<file path="config.mk">
export PLATFORM = sky130hd
export DESIGN_NAME = panel_clock_pins
export DESIGN_NICKNAME = d
export VERILOG_FILES = /design/src/core/panel_pins_pkg.sv /design/src/core/edge_if.sv /design/src/core/panel_clock_pins.sv /design/src/core/pin_sync.sv
export SDC_FILE = /design/constraint.sdc
export NUM_CORES = 1
export LEC_CHECK = 0
export BUFFER_PORTS_ARGS = -buffer_cell sky130_fd_sc_hd__clkbuf_2
export CAP_MARGIN = 20
export CORE_ASPECT_RATIO = 1.1
export CORE_MARGIN = 2
export CORE_UTILIZATION = 37
export CTS_BUF_LIST = sky130_fd_sc_hd__clkbuf_8 sky130_fd_sc_hd__clkbuf_16
export DETAILED_ROUTE_END_ITERATION = 10
export PLACE_DENSITY = 0.63
export SYNTH_ARGS = -nofsm -noshare
export SYNTH_HDL_FRONTEND = slang
export SYNTH_SLANG_ARGS = --single-unit
</file>
<file path="constraint.sdc">
create_clock -name clk_i -period 14.6 [get_ports clk_i]
set_input_delay 3.65 -clock clk_i [delete_from_list [all_inputs] [get_ports clk_i]]
set_output_delay 3.65 -clock clk_i [all_outputs]
set_load 0.05 [all_outputs]
</file>
<file path="src/core/panel_pins_pkg.sv">
// Constants, register map and state types for the panel clock and power-down pin block.
package panel_pins_pkg;
	localparam int unsigned ADDR_W = 4;
	localparam int unsigned DATA_W = 8;

	// Register offsets.
	localparam logic [3:0] CLK_SEL_ADDR = 4'h0;
	localparam logic [3:0] CLK_OPT_ADDR = 4'h1;
	localparam logic [3:0] PIN_FUNC_ADDR = 4'h2;
	localparam logic [3:0] MISC_CLK_ADDR = 4'h3;
	localparam logic [3:0] MODE_ADDR = 4'h4;
	localparam logic [3:0] FR_DIV_ADDR = 4'h5;
	localparam logic [3:0] PAL_STROBE_ADDR = 4'h6;
	localparam logic [3:0] STATUS_ADDR = 4'h7;

	// Field positions.
	localparam int unsigned SINGLE_SEL_BIT = 1;
	localparam int unsigned VSRC_LSB = 2;
	localparam int unsigned MCLK_SHIFT_BIT = 4;
	localparam int unsigned DUAL_SEL_BIT = 5;
	localparam int unsigned PANEL_ON_BIT = 0;
	localparam int unsigned PIN_FUNC_BIT = 2;
	localparam int unsigned SEL_LOW_BIT = 2;
	localparam int unsigned SEL_HIGH_BIT = 3;
	localparam int unsigned ST_EXT_MODE_BIT = 0;
	localparam int unsigned ST_POWER_DOWN_BIT = 1;
	localparam int unsigned ST_PANEL_EN_BIT = 2;
	localparam int unsigned ST_BIAS_ON_BIT = 3;

	// Reset values.
	localparam logic [7:0] CLK_SEL_RESET = 8'h00;
	localparam logic [7:0] CLK_OPT_RESET = 8'h00;
	localparam logic [7:0] PIN_FUNC_RESET = 8'h00;
	localparam logic [7:0] MISC_CLK_RESET = 8'h00;
	localparam logic [7:0] MODE_RESET = 8'h00;
	localparam logic [7:0] FR_DIV_RESET = 8'h0f;

	// Display mode codes held in the mode register.
	localparam logic [1:0] MODE_CRT = 2'h0;
	localparam logic [1:0] MODE_LCD = 2'h1;
	localparam logic [1:0] MODE_PLASMA = 2'h2;

	// Shift clock source codes in the clock select register.
	localparam logic [1:0] VSRC_PRIMARY = 2'h0;
	localparam logic [1:0] VSRC_SECOND = 2'h1;
	localparam logic [1:0] VSRC_THIRD = 2'h2;

	// Display geometry in pixels and lines.
	localparam logic [9:0] H_ACTIVE = 10'd640;
	localparam logic [9:0] H_TOTAL = 10'd800;
	localparam logic [9:0] V_ACTIVE = 10'd480;
	localparam logic [9:0] V_TOTAL = 10'd525;

	// Timing.
	localparam int unsigned CLK_PERIOD_NS = 50;
	localparam int unsigned PANEL_SEQ_NS = 100000;
	localparam int unsigned LOAD_STROBE_NS = 100;
	localparam int unsigned PAL_STROBE_NS = 100;
	localparam int unsigned PANEL_SEQ_CYCLES = (PANEL_SEQ_NS + CLK_PERIOD_NS - 1) / CLK_PERIOD_NS;
	localparam int unsigned LOAD_STROBE_CYCLES =
		(LOAD_STROBE_NS + CLK_PERIOD_NS - 1) / CLK_PERIOD_NS;
	localparam int unsigned PAL_STROBE_CYCLES = (PAL_STROBE_NS + CLK_PERIOD_NS - 1) / CLK_PERIOD_NS;

	typedef enum logic [1:0] {SEQ_OFF, SEQ_LOGIC, SEQ_ON, SEQ_BIAS_DOWN} seq_state_t;
endpackage

</file>
<file path="src/core/edge_if.sv">
// Carrier for a synchronised pin level and its edge pulses.
`timescale 1ns/1ns
`default_nettype none
interface edge_if;
	logic level;
	logic rise;
	logic fall;
	modport source (output level, output rise, output fall);
	modport sink (input level, input rise, input fall);
endinterface
`default_nettype wire

</file>
<file path="src/core/panel_clock_pins.sv">
// Clock selection, panel interface and power-down pin logic of the display controller.
`timescale 1ns/1ns
`default_nettype none
// Operation
// - Strap pin during reset picks clock mode.
// - Multi-input mode selects one of four sources.
// - External mode frequency from misc select bits.
// - Option bit forces memory clock as shift.
// - Single select: second pin gives load strobe.
// - Dual select: second/third pins drive select.
// - Single select: third pin follows select bit.
// - Memory clock times access, may shift video.
// - Panel enable output switches panel supply.
// - Function bit picks bias-off or palette strobe.
// - Bias-off high removes power, sequenced except in power-down.
// - Pixel data changes on pixel clock rise.
// - LCD: frame-rate clock; otherwise blanking signal.
// - Upper data per LCD, plasma, CRT mode.
// - Lower data per mode, zero in plasma.
// - Shift clock moves dual-panel column data.
// - Weight clock in LCD, video enable plasma.
// - Frame pulse at each new frame.
// - Latch pulse loads the scan line.
// - Power-down halts timing, blanks, panels off.
// - Registers stay reachable during power-down.
module panel_clock_pins
	import panel_pins_pkg::*;
(
	input wire logic clk_i,
	input wire logic reset_i,
	input wire logic [3:0] reg_addr_i,
	input wire logic [7:0] reg_wdata_i,
	input wire logic reg_write_i,
	input wire logic reg_read_i,
	output logic [7:0] reg_rdata_o,
	input wire logic memory_data_bit3_strap_i,
	input wire logic primary_video_clock_i,
	input wire logic second_video_clock_i,
	output logic second_video_clock_o,
	output logic second_video_clock_oe_n_o,
	input wire logic third_video_clock_i,
	output logic third_video_clock_o,
	output logic third_video_clock_oe_n_o,
	input wire logic power_down_in_n_i,
	input wire logic [7:0] pixel_data_i,
	output logic pixel_take_o,
	output logic panel_power_enable_o,
	output logic bias_off_or_palette_write_o,
	output logic pixel_clock_o,
	output logic frame_rate_or_blank_o,
	output logic [3:0] upper_panel_data_o,
	output logic [3:0] lower_panel_data_o,
	output logic column_driver_shift_clock_o,
	output logic gray_weight_clock_o,
	output logic frame_start_pulse_o,
	output logic line_latch_pulse_o,
	output logic dac_enable_o
);
	localparam logic [15:0] SEQ_LAST = 16'(PANEL_SEQ_CYCLES - 1);
	localparam logic [3:0] LOAD_LEN = 4'(LOAD_STROBE_CYCLES);
	localparam logic [3:0] PAL_LEN = 4'(PAL_STROBE_CYCLES);

	edge_if primary_sync ();
	edge_if second_sync ();
	edge_if third_sync ();
	edge_if pd_sync ();

	logic strap_meta;
	logic strap_stable;
	logic external_mode;
	logic [7:0] clock_select_register;
	logic [7:0] clock_option_register;
	logic [7:0] panel_pin_function_register;
	logic [7:0] misc_clock_register;
	logic [7:0] mode_register;
	logic [7:0] frame_rate_divider;
	logic [1:0] mode;
	logic power_down;
	logic dual_select;
	logic shift_en;
	logic pixel_step;
	logic pixel_clock;
	logic [9:0] hcount;
	logic [9:0] vcount;
	logic active;
	logic active_q;
	logic weight_toggle;
	logic [7:0] fr_count;
	logic frame_rate_clock;
	logic [3:0] load_count;
	logic [3:0] pal_count;
	logic palette_write_strobe_n;
	logic panel_bias_power_off;
	seq_state_t seq_state;
	logic [15:0] seq_count;
	logic panel_request;

	pin_sync #(.INIT(1'b0)) primary_sync_u (
		.clk_i(clk_i),
		.reset_i(reset_i),
		.async_i(primary_video_clock_i),
		.sync(primary_sync)
	);
	pin_sync #(.INIT(1'b0)) second_sync_u (
		.clk_i(clk_i),
		.reset_i(reset_i),
		.async_i(second_video_clock_i),
		.sync(second_sync)
	);
	pin_sync #(.INIT(1'b0)) third_sync_u (
		.clk_i(clk_i),
		.reset_i(reset_i),
		.async_i(third_video_clock_i),
		.sync(third_sync)
	);
	// Idle level is high so a reset does not look like a power-down request.
	pin_sync #(.INIT(1'b1)) pd_sync_u (
		.clk_i(clk_i),
		.reset_i(reset_i),
		.async_i(power_down_in_n_i),
		.sync(pd_sync)
	);

	assign power_down = ~pd_sync.level;
	assign mode = mode_register[1:0];
	assign dual_select = clock_option_register[DUAL_SEL_BIT];

	// The strap is caught while reset is held, so these flops carry no reset.
	always_ff @(posedge clk_i) begin
		strap_meta <= memory_data_bit3_strap_i;
		strap_stable <= strap_meta;
		if (reset_i) begin
			external_mode <= strap_stable;
		end
	end

	// Register file; writes are accepted in power-down as well.
	always_ff @(posedge clk_i or posedge reset_i) begin
		if (reset_i) begin
			clock_select_register <= CLK_SEL_RESET;
			clock_option_register <= CLK_OPT_RESET;
			panel_pin_function_register <= PIN_FUNC_RESET;
			misc_clock_register <= MISC_CLK_RESET;
			mode_register <= MODE_RESET;
			frame_rate_divider <= FR_DIV_RESET;
		end else if (reg_write_i) begin
			case (reg_addr_i)
				CLK_SEL_ADDR: clock_select_register <= reg_wdata_i;
				CLK_OPT_ADDR: clock_option_register <= reg_wdata_i;
				PIN_FUNC_ADDR: panel_pin_function_register <= reg_wdata_i;
				MISC_CLK_ADDR: misc_clock_register <= reg_wdata_i;
				MODE_ADDR: mode_register <= reg_wdata_i;
				FR_DIV_ADDR: frame_rate_divider <= reg_wdata_i;
				default: ;
			endcase
		end
	end

	always_ff @(posedge clk_i or posedge reset_i) begin
		if (reset_i) begin
			reg_rdata_o <= 8'h00;
		end else if (reg_read_i) begin
			case (reg_addr_i)
				CLK_SEL_ADDR: reg_rdata_o <= clock_select_register;
				CLK_OPT_ADDR: reg_rdata_o <= clock_option_register;
				PIN_FUNC_ADDR: reg_rdata_o <= panel_pin_function_register;
				MISC_CLK_ADDR: reg_rdata_o <= misc_clock_register;
				MODE_ADDR: reg_rdata_o <= mode_register;
				FR_DIV_ADDR: reg_rdata_o <= frame_rate_divider;
				STATUS_ADDR: begin
					reg_rdata_o <= 8'h00;
					reg_rdata_o[ST_EXT_MODE_BIT] <= external_mode;
					reg_rdata_o[ST_POWER_DOWN_BIT] <= power_down;
					reg_rdata_o[ST_PANEL_EN_BIT] <= panel_power_enable_o;
					reg_rdata_o[ST_BIAS_ON_BIT] <= ~panel_bias_power_off;
				end
				default: reg_rdata_o <= 8'h00;
			endcase
		end else begin
			reg_rdata_o <= 8'h00;
		end
	end

	// Shift clock enable. The memory clock is clk_i itself, so choosing it gives an
	// enable on every cycle.
	always_comb begin
		shift_en = 1'b0;
		if (clock_option_register[MCLK_SHIFT_BIT]) begin
			shift_en = 1'b1;
		end else if (external_mode) begin
			shift_en = primary_sync.rise;
		end else begin
			case (clock_select_register[VSRC_LSB +: 2])
				VSRC_PRIMARY: shift_en = primary_sync.rise;
				VSRC_SECOND: shift_en = second_sync.rise;
				VSRC_THIRD: shift_en = third_sync.rise;
				default: shift_en = 1'b1;
			endcase
		end
	end

	// Second and third clock pins turn into outputs in external-clock mode.
	always_comb begin
		second_video_clock_oe_n_o = ~external_mode;
		third_video_clock_oe_n_o = ~external_mode;
		if (dual_select) begin
			second_video_clock_o = misc_clock_register[SEL_LOW_BIT];
			third_video_clock_o = misc_clock_register[SEL_HIGH_BIT];
		end else begin
			second_video_clock_o = load_count != 4'h0;
			third_video_clock_o = clock_select_register[SINGLE_SEL_BIT];
		end
	end

	// Load strobe follows each write of the frequency select bits in external single-select mode.
	always_ff @(posedge clk_i or posedge reset_i) begin
		if (reset_i) begin
			load_count <= 4'h0;
		end else if (reg_write_i && reg_addr_i == MISC_CLK_ADDR && external_mode && !dual_select) begin
			load_count <= LOAD_LEN;
		end else if (load_count != 4'h0) begin
			load_count <= load_count - 4'h1;
		end
	end

	// Active-low palette write pulse, started by a write to its strobe address.
	always_ff @(posedge clk_i or posedge reset_i) begin
		if (reset_i) begin
			pal_count <= 4'h0;
		end else if (reg_write_i && reg_addr_i == PAL_STROBE_ADDR) begin
			pal_count <= PAL_LEN;
		end else if (pal_count != 4'h0) begin
			pal_count <= pal_count - 4'h1;
		end
	end
	assign palette_write_strobe_n = pal_count == 4'h0;

	// Pixel clock runs at half the shift rate; data moves with its rising edge.
	assign pixel_step = shift_en & ~pixel_clock & ~power_down;
	assign active = hcount < H_ACTIVE && vcount < V_ACTIVE;
	assign pixel_take_o = pixel_step & active;

	always_ff @(posedge clk_i or posedge reset_i) begin
		if (reset_i) begin
			pixel_clock <= 1'b0;
		end else if (power_down) begin
			pixel_clock <= 1'b0;
		end else if (shift_en) begin
			pixel_clock <= ~pixel_clock;
		end
	end

	always_ff @(posedge clk_i or posedge reset_i) begin
		if (reset_i) begin
			hcount <= 10'd0;
			vcount <= 10'd0;
		end else if (pixel_step) begin
			if (hcount == H_TOTAL - 10'd1) begin
				hcount <= 10'd0;
				vcount <= (vcount == V_TOTAL - 10'd1) ? 10'd0 : vcount + 10'd1;
			end else begin
				hcount <= hcount + 10'd1;
			end
		end
	end

	always_ff @(posedge clk_i or posedge reset_i) begin
		if (reset_i) begin
			upper_panel_data_o <= 4'h0;
			lower_panel_data_o <= 4'h0;
			active_q <= 1'b0;
		end else if (power_down) begin
			upper_panel_data_o <= 4'h0;
			lower_panel_data_o <= 4'h0;
			active_q <= 1'b0;
		end else if (pixel_step) begin
			upper_panel_data_o <= active ? pixel_data_i[7:4] : 4'h0;
			if (mode == MODE_PLASMA) begin
				lower_panel_data_o <= 4'h0;
			end else begin
				lower_panel_data_o <= active ? pixel_data_i[3:0] : 4'h0;
			end
			active_q <= active;
		end
	end

	// Panel strobes update on pixel steps; power-down clears the latch and frame pulses and freezes the weight toggle.
	always_ff @(posedge clk_i or posedge reset_i) begin
		if (reset_i) begin
			line_latch_pulse_o <= 1'b0;
			frame_start_pulse_o <= 1'b0;
			weight_toggle <= 1'b0;
		end else if (power_down) begin
			line_latch_pulse_o <= 1'b0;
			frame_start_pulse_o <= 1'b0;
		end else if (pixel_step && mode != MODE_CRT) begin
			line_latch_pulse_o <= hcount == H_ACTIVE;
			frame_start_pulse_o <= vcount == 10'd0 && hcount >= H_ACTIVE;
			if (hcount == H_ACTIVE) begin
				weight_toggle <= ~weight_toggle;
			end
		end else if (mode == MODE_CRT) begin
			line_latch_pulse_o <= 1'b0;
			frame_start_pulse_o <= 1'b0;
		end
	end

	always_comb begin
		column_driver_shift_clock_o = 1'b0;
		gray_weight_clock_o = 1'b0;
		case (mode)
			MODE_LCD: begin
				column_driver_shift_clock_o = pixel_clock & active_q;
				gray_weight_clock_o = weight_toggle;
			end
			MODE_PLASMA: gray_weight_clock_o = active_q;
			default: ;
		endcase
	end

	// Frame-rate clock free-runs on the system clock and stops only in power-down.
	always_ff @(posedge clk_i or posedge reset_i) begin
		if (reset_i) begin
			fr_count <= 8'h00;
			frame_rate_clock <= 1'b0;
		end else if (!power_down) begin
			if (fr_count >= frame_rate_divider) begin
				fr_count <= 8'h00;
				frame_rate_clock <= ~frame_rate_clock;
			end else begin
				fr_count <= fr_count + 8'h01;
			end
		end
	end

	always_ff @(posedge clk_i or posedge reset_i) begin
		if (reset_i) begin
			frame_rate_or_blank_o <= 1'b1;
		end else if (mode == MODE_LCD) begin
			frame_rate_or_blank_o <= frame_rate_clock;
		end else begin
			frame_rate_or_blank_o <= power_down | ~active_q;
		end
	end

	// Power sequencing: logic supply first, bias last; reverse when the panel-on bit clears, both off at once in power-down.
	assign panel_request = panel_pin_function_register[PANEL_ON_BIT] & ~power_down;

	always_ff @(posedge clk_i or posedge reset_i) begin
		if (reset_i) begin
			seq_state <= SEQ_OFF;
			seq_count <= 16'h0000;
		end else if (power_down) begin
			seq_state <= SEQ_OFF;
			seq_count <= 16'h0000;
		end else begin
			case (seq_state)
				SEQ_OFF: begin
					seq_count <= 16'h0000;
					if (panel_request) begin
						seq_state <= SEQ_LOGIC;
					end
				end
				SEQ_LOGIC: begin
					if (!panel_request) begin
						seq_state <= SEQ_OFF;
					end else if (seq_count == SEQ_LAST) begin
						seq_state <= SEQ_ON;
					end else begin
						seq_count <= seq_count + 16'h0001;
					end
				end
				SEQ_ON: begin
					seq_count <= 16'h0000;
					if (!panel_request) begin
						seq_state <= SEQ_BIAS_DOWN;
					end
				end
				SEQ_BIAS_DOWN: begin
					if (seq_count == SEQ_LAST) begin
						seq_state <= SEQ_OFF;
					end else begin
						seq_count <= seq_count + 16'h0001;
					end
				end
				default: seq_state <= SEQ_OFF;
			endcase
		end
	end

	always_ff @(posedge clk_i or posedge reset_i) begin
		if (reset_i) begin
			panel_power_enable_o <= 1'b0;
			panel_bias_power_off <= 1'b1;
		end else begin
			panel_power_enable_o <= !power_down && seq_state != SEQ_OFF;
			panel_bias_power_off <= power_down || seq_state != SEQ_ON;
		end
	end

	assign bias_off_or_palette_write_o = panel_pin_function_register[PIN_FUNC_BIT]
		? palette_write_strobe_n : panel_bias_power_off;
	assign pixel_clock_o = pixel_clock;
	assign dac_enable_o = ~power_down;
endmodule
`default_nettype wire

</file>
<file path="src/core/pin_sync.sv">
// Two-flop synchroniser with edge detection for one asynchronous pin.
`timescale 1ns/1ns
`default_nettype none
module pin_sync #(
	parameter logic INIT = 1'b0
) (
	input wire logic clk_i,
	input wire logic reset_i,
	input wire logic async_i,
	edge_if.source sync
);
	logic meta;
	logic stable;
	logic prev;

	always_ff @(posedge clk_i or posedge reset_i) begin
		if (reset_i) begin
			meta <= INIT;
			stable <= INIT;
			prev <= INIT;
		end else begin
			meta <= async_i;
			stable <= meta;
			prev <= stable;
		end
	end

	assign sync.level = stable;
	assign sync.rise = stable & ~prev;
	assign sync.fall = ~stable & prev;
endmodule
`default_nettype wire

</file>
Word-level counts from Yosys, hierarchy flattened

Index checks and enable logic that the tools add are counted.

Output and inout bits: 30
Word-level logic and storage cells: 173
Bits of input ports: 29
Register bits: 141

Bitwise gates (word level): 19
Reduce and logical (&&, ||, !) cells: 33
Muxes and demuxes: 45
$add $sub $neg: 6
$lt $le $gt $ge: 4
Equal/unequal tests: 27

Operator list:

| kind                                                                           | count |
|---|---|
| 8-bit one-hot mux with 7 select lines                                          | 1 |
| 16-bit 2-to-1 mux                                                              | 3 |
| 16-bit one-hot mux with 3 select lines                                         | 1 |
| 4-bit 2-to-1 mux                                                               | 11 |
| 10-bit == test (second input constant)                                         | 3 |
| 10-bit by 1-bit adder with 10-bit output (second input constant)               | 2 |
| 10-bit 2-to-1 mux                                                              | 2 |
| 16-bit by 1-bit adder with 16-bit output (second input constant)               | 1 |
| 16-bit by 11-bit == test with 1-bit output (second input constant)             | 1 |
| 4-bit by 3-bit == test with 1-bit output (second input constant)               | 4 |
| 1-bit 2-to-1 mux                                                               | 16 |
| 8-bit 2-to-1 mux                                                               | 2 |
| 2-bit AND reduction                                                            | 8 |
| 3-bit inequality test (second input constant)                                  | 5 |
| 2-bit 2-to-1 mux                                                               | 6 |
| 10-bit >= comparator (second input constant)                                   | 1 |
| 10-bit zero test                                                               | 1 |
| 10-bit less-than comparator (second input constant)                            | 1 |
| 10-bit by 9-bit less-than comparator with 1-bit output (second input constant) | 1 |
| 1-bit inverter                                                                 | 10 |
| 8-bit by 1-bit adder with 8-bit output (second input constant)                 | 1 |
| 1-bit AND                                                                      | 8 |
| 2-bit == test (second input constant)                                          | 4 |
| 4-bit by 2-bit == test with 1-bit output (second input constant)               | 2 |
| other kinds (20)                                                               | 39 |

Logic depth before layout (Yosys ltp)

Word-level depth: 10
Mapped depth: 8
Depth with buffers taken out: 7

Cells and area by module

A second synthesis with hierarchy kept.

Cell total of the unflattened synthesis: 607
Area, all modules: 6,721.4 sq um

By module, submodules not included:

| module                        | area an instance (sq um) | times used | seq. area each (sq um) | cells each |
|---|---|---|---|---|
| panel_clock_pins              | 6,342.3                  | 1          | 3,255.6                | 583 |
| pin_sync (primary_sync_u ...) | 93.8                     | 3          | 75.1                   | 6 |
| pin_sync (pd_sync_u)          | 97.6                     | 1          | 78.8                   | 6 |

Least setup slack after synthesis

No wires, ideal clock.

Kind: reg2out
Start: register pd_sync_u.stable (netlist: pd_sync_u.sync.level)
End: output pixel_take_o
Path slack: 8.717 ns
Path buffers: 1
Required time: 10.950 ns
Arrival time: 2.233 ns
Stages on the path, launching flop included: 6
Cell sequence: dfstp_2 -> nor2b_1 -> o221ai_1 -> and2_1 -> buf_2 -> nor2_1

Longest elaborated chain between the ends: 2

RTL lines:

| what                   | RTL line                | RTL |
|---|---|---|
| start, declared        | pin_sync.sv:13          | `logic stable;` |
| start signal, assigned | pin_sync.sv:23          | `stable <= meta;` |
| 1-bit AND              | panel_clock_pins.sv:239 | `assign pixel_step = shift_en & ~pixel_clock & ~power_down;` |
| 1-bit AND              | panel_clock_pins.sv:241 | `assign pixel_take_o = pixel_step & active;` |
| end, declared          | panel_clock_pins.sv:46  | `output logic pixel_take_o,` |

Every way passes these cells.

Final worst setup path

Same ends and word-level chain as after synthesis.

==> results.md <==
* F_max at between 150 and 200 MHz
* Crit-path max FO at 26
* Clock Tree Root: clkbuf_16
* Post-Syn Area at around 6800 sq um
* First-pass GRT wire length at between 20,000 and 30,000 um
* Setup Buffers After CTS at 0
* Asr flop ratio synth at 0.979
* H-tree depth at 4
* Synth unique cells at 65
* DR iter-0 viols at 308
* Critical Path Start Type: register
* Via count at 4,882
* Fin crit share at 0.444
* Power Density at about 150 nW/um^2
* Initial core utilization at 0.380
* Ys flop type: dfrtp_1
* YS warnings at 0
* Synth top area share at 0.481
* Clock Skews at between 0.01 and 0.015 ns
* Hold Crit Class: reg2reg
* Layout Nets at around 700
* Cell Rows at a little over 50
* Leak Pwr at between 3 and 4 nW
* Ant diodes at 0
* Unrepaired setup endpoints after global routing: no
* Seq/Total Area, Yosys at 0.523
* Slew @ Worst Pin at just under 1 ns
* DRC viols at 0
* Final Non-Filler Cells at about 900
* Post-Route Setup TNS at 0 ns
* Syn_nets at 644
* Buffers added on ports at just under 60
* Die area at roughly 19,000 sq um
* Initial antenna violation count at 0
* Mean Syn Cell Area at about 11 sq um
* Post-synthesis to final-layout area growth at 16.0%
* Clock Latency Late Sink at 0.43 ns
* Cts repair resizes at 0
* Worst hold slack at roughly 0.33 ns
* Pin count of the biggest net entering global routing at 75
* CTS Buffer Depth at 2
* DRT antenna net count at 0
* DIE WIDTH at 133 um
* CP required at 10.95 ns
* Post-synthesis register bit count at approximately 140
* Layout cells sized above 1 at 0.258
* Final Routed Wirelength at between 15,000 and 20,000 um
* Final GP Congestion at between 0.8 and 0.9
* Reg2reg setup slack at approximately 12 ns
* Slew Viols, Final at 0
* Clock sink total at ~140
* Relative max-transition margin at 0.353
* Crit path kind: reg2out
* Worst vdd ir at 0.0000901 V
* CTS Hold Buffers Added at 0
* Clock-pin slew on the worst setup and hold paths at 0.06 ns
* Vias in the first global route at 5,069
* Final setup viols at 0
* Data arrival, critical path at 2.83 ns
* Max-Cap Viols at 0
* CTS tree: done
* Hold Vio Cnt, Final at 0
* Worst Setup End Kind: output pin
* Area contributors post-synth: dfrtp_1, mux2_2, ha_1, dfstp_2, xor2_1
* Ports at 59
* Total track usage at 0.166
* Status: finished clean
* Num CTS Buffers at 17
* Synth Instances at roughly 600
* Area leader, netlist: dfrtp_1
* Total grt overflow at 0
* Fin crit period at between 6 and 7 ns
* Dpl cells at 872
* Vias per cell at approximately 5.4
* Die height at 146 um
* Core ar. at 17,800 sq um
* Initial DRT Pass Iterations at 5
* Post-synth EDFFs at 1
* Drt wl/cell at 17.0 um
* Final HPWL DP at 10,700 um
==> sequential cells by signal, summed over array words and instances, names as in the netlist, 2 cells and up <==
| register | flops |
|---|---|
| seq_count | 16 |
| hcount | 10 |
| vcount | 10 |
| clock_option_register | 8 |
| clock_select_register | 8 |
| fr_count | 8 |
| frame_rate_divider | 8 |
| misc_clock_register | 8 |
| mode_register | 8 |
| panel_pin_function_register | 8 |
| reg_rdata_o | 8 |
| load_count | 4 |
| lower_panel_data_o | 4 |
| pal_count | 4 |
| upper_panel_data_o | 4 |
| seq_state | 2 |
==> through the flow <==
stage / worst slack [ns] / util / instance area (sq um) / total power, mW
floorplan: 7.27 / - / 6760 / 0.729
global placement: 8.66 / 0.408 / 7270 / 0.788
detailed placement: 8.57 / 0.408 / 7270 / 0.806
CTS: 8.11 / 0.440 / 7840 / 1.22
global route: 7.83 / 0.440 / 7840 / 1.28
finish: 8.12 / 0.440 / 7840 / 1.21
==> cell usage in the layout (no fill, tap or decap), types with 15 or more instances in the layout <==
cell and count:
inv_1 27, nand3_1 22, nor2_1 45, mux2_2 64, nor3_1 15, dfrtp_1 130
nand2_1 26, ha_1 20, clkbuf_2 58, xor2_1 22, clkbuf_16 17
==> synth_stat cells (10+ instances only) <==
cell and count:
nand4_1 13, nor2b_1 12, o21ai_0 13, a21oi_1 14, nor3_1 15, clkbuf_1 10
ha_1 20, nand2_1 26, dfrtp_1 130, inv_1 26, nor2_1 45, mux2_2 64
nand3_1 22, and3_1 14, xor2_1 22, a22o_1 13
==> power by group <==
group          switching (mW)  internal [mW]  leakage [nW]
sequential             0.0614          0.462          1.79
clock                   0.164          0.250         0.287
combinational           0.157          0.118          1.49
total                   0.383          0.831          3.57
==> logic make-up (layout without fill, tap and decap cells) <==
logic type | count (synthesis) | count (layout) | share of synthesized area
XOR/XNOR | 26 | 26 | 0.0337
AO/OA/AOI/OAI | 95 | 95 | 0.101
AND/OR/NAND/NOR | 197 | 197 | 0.158
buffers and inverters | 46 | 117 | 0.0280
multiplexers | 70 | 70 | 0.119
flip-flops | 141 | 141 | 0.523
adder cells (fa/ha/maj) | 20 | 20 | 0.0370
==> path summary, 6_finish.rpt <==
path | start | to | cells past startpoint
worst max-delay path | pd_sync_u.sync.level | pixel_take_o | 5
worst min-delay path | strap_meta | strap_stable | 0
worst max register to register | fr_count[0] | frame_rate_clock | 7
worst min register to register | strap_meta | strap_stable | 0
max in group asynchronous | reset_i | reg_rdata_o[3] | 3
min in group asynchronous | reset_i | vcount[2] | 2
==> worst max-delay path: stages, from the launching register on <==
cell	delay [ns]
dfstp_2	0.80
nor2b_1	0.25
o221ai_1	0.18
and2_1	0.43
nor2_1	0.40
clkbuf_2	0.35
==> routing by layer <==
layer  vias to the layer above  GRT usage  wire length [um]  part of all wire
met5                         -          0                 0                 0
met4                         0     0.0656               302             0.020
met3                        22     0.0390               577             0.038
met2                       109      0.274              7680              0.50
met1                      2460      0.210              6790              0.44
li1                       2291          -                 -                 -
==> final cells by class <==
type	count	area (sq um)
Tap cell	238	298
Timing Repair Buffer	59	298
Clock buffer	21	480
Multi-Input combinational cell	408	3040
Inverter	26	103
Sequential cell	141	3530
Clock inverter	11	93.8
Fill cell	1656	9960
(Power assumes the default switching activity.)
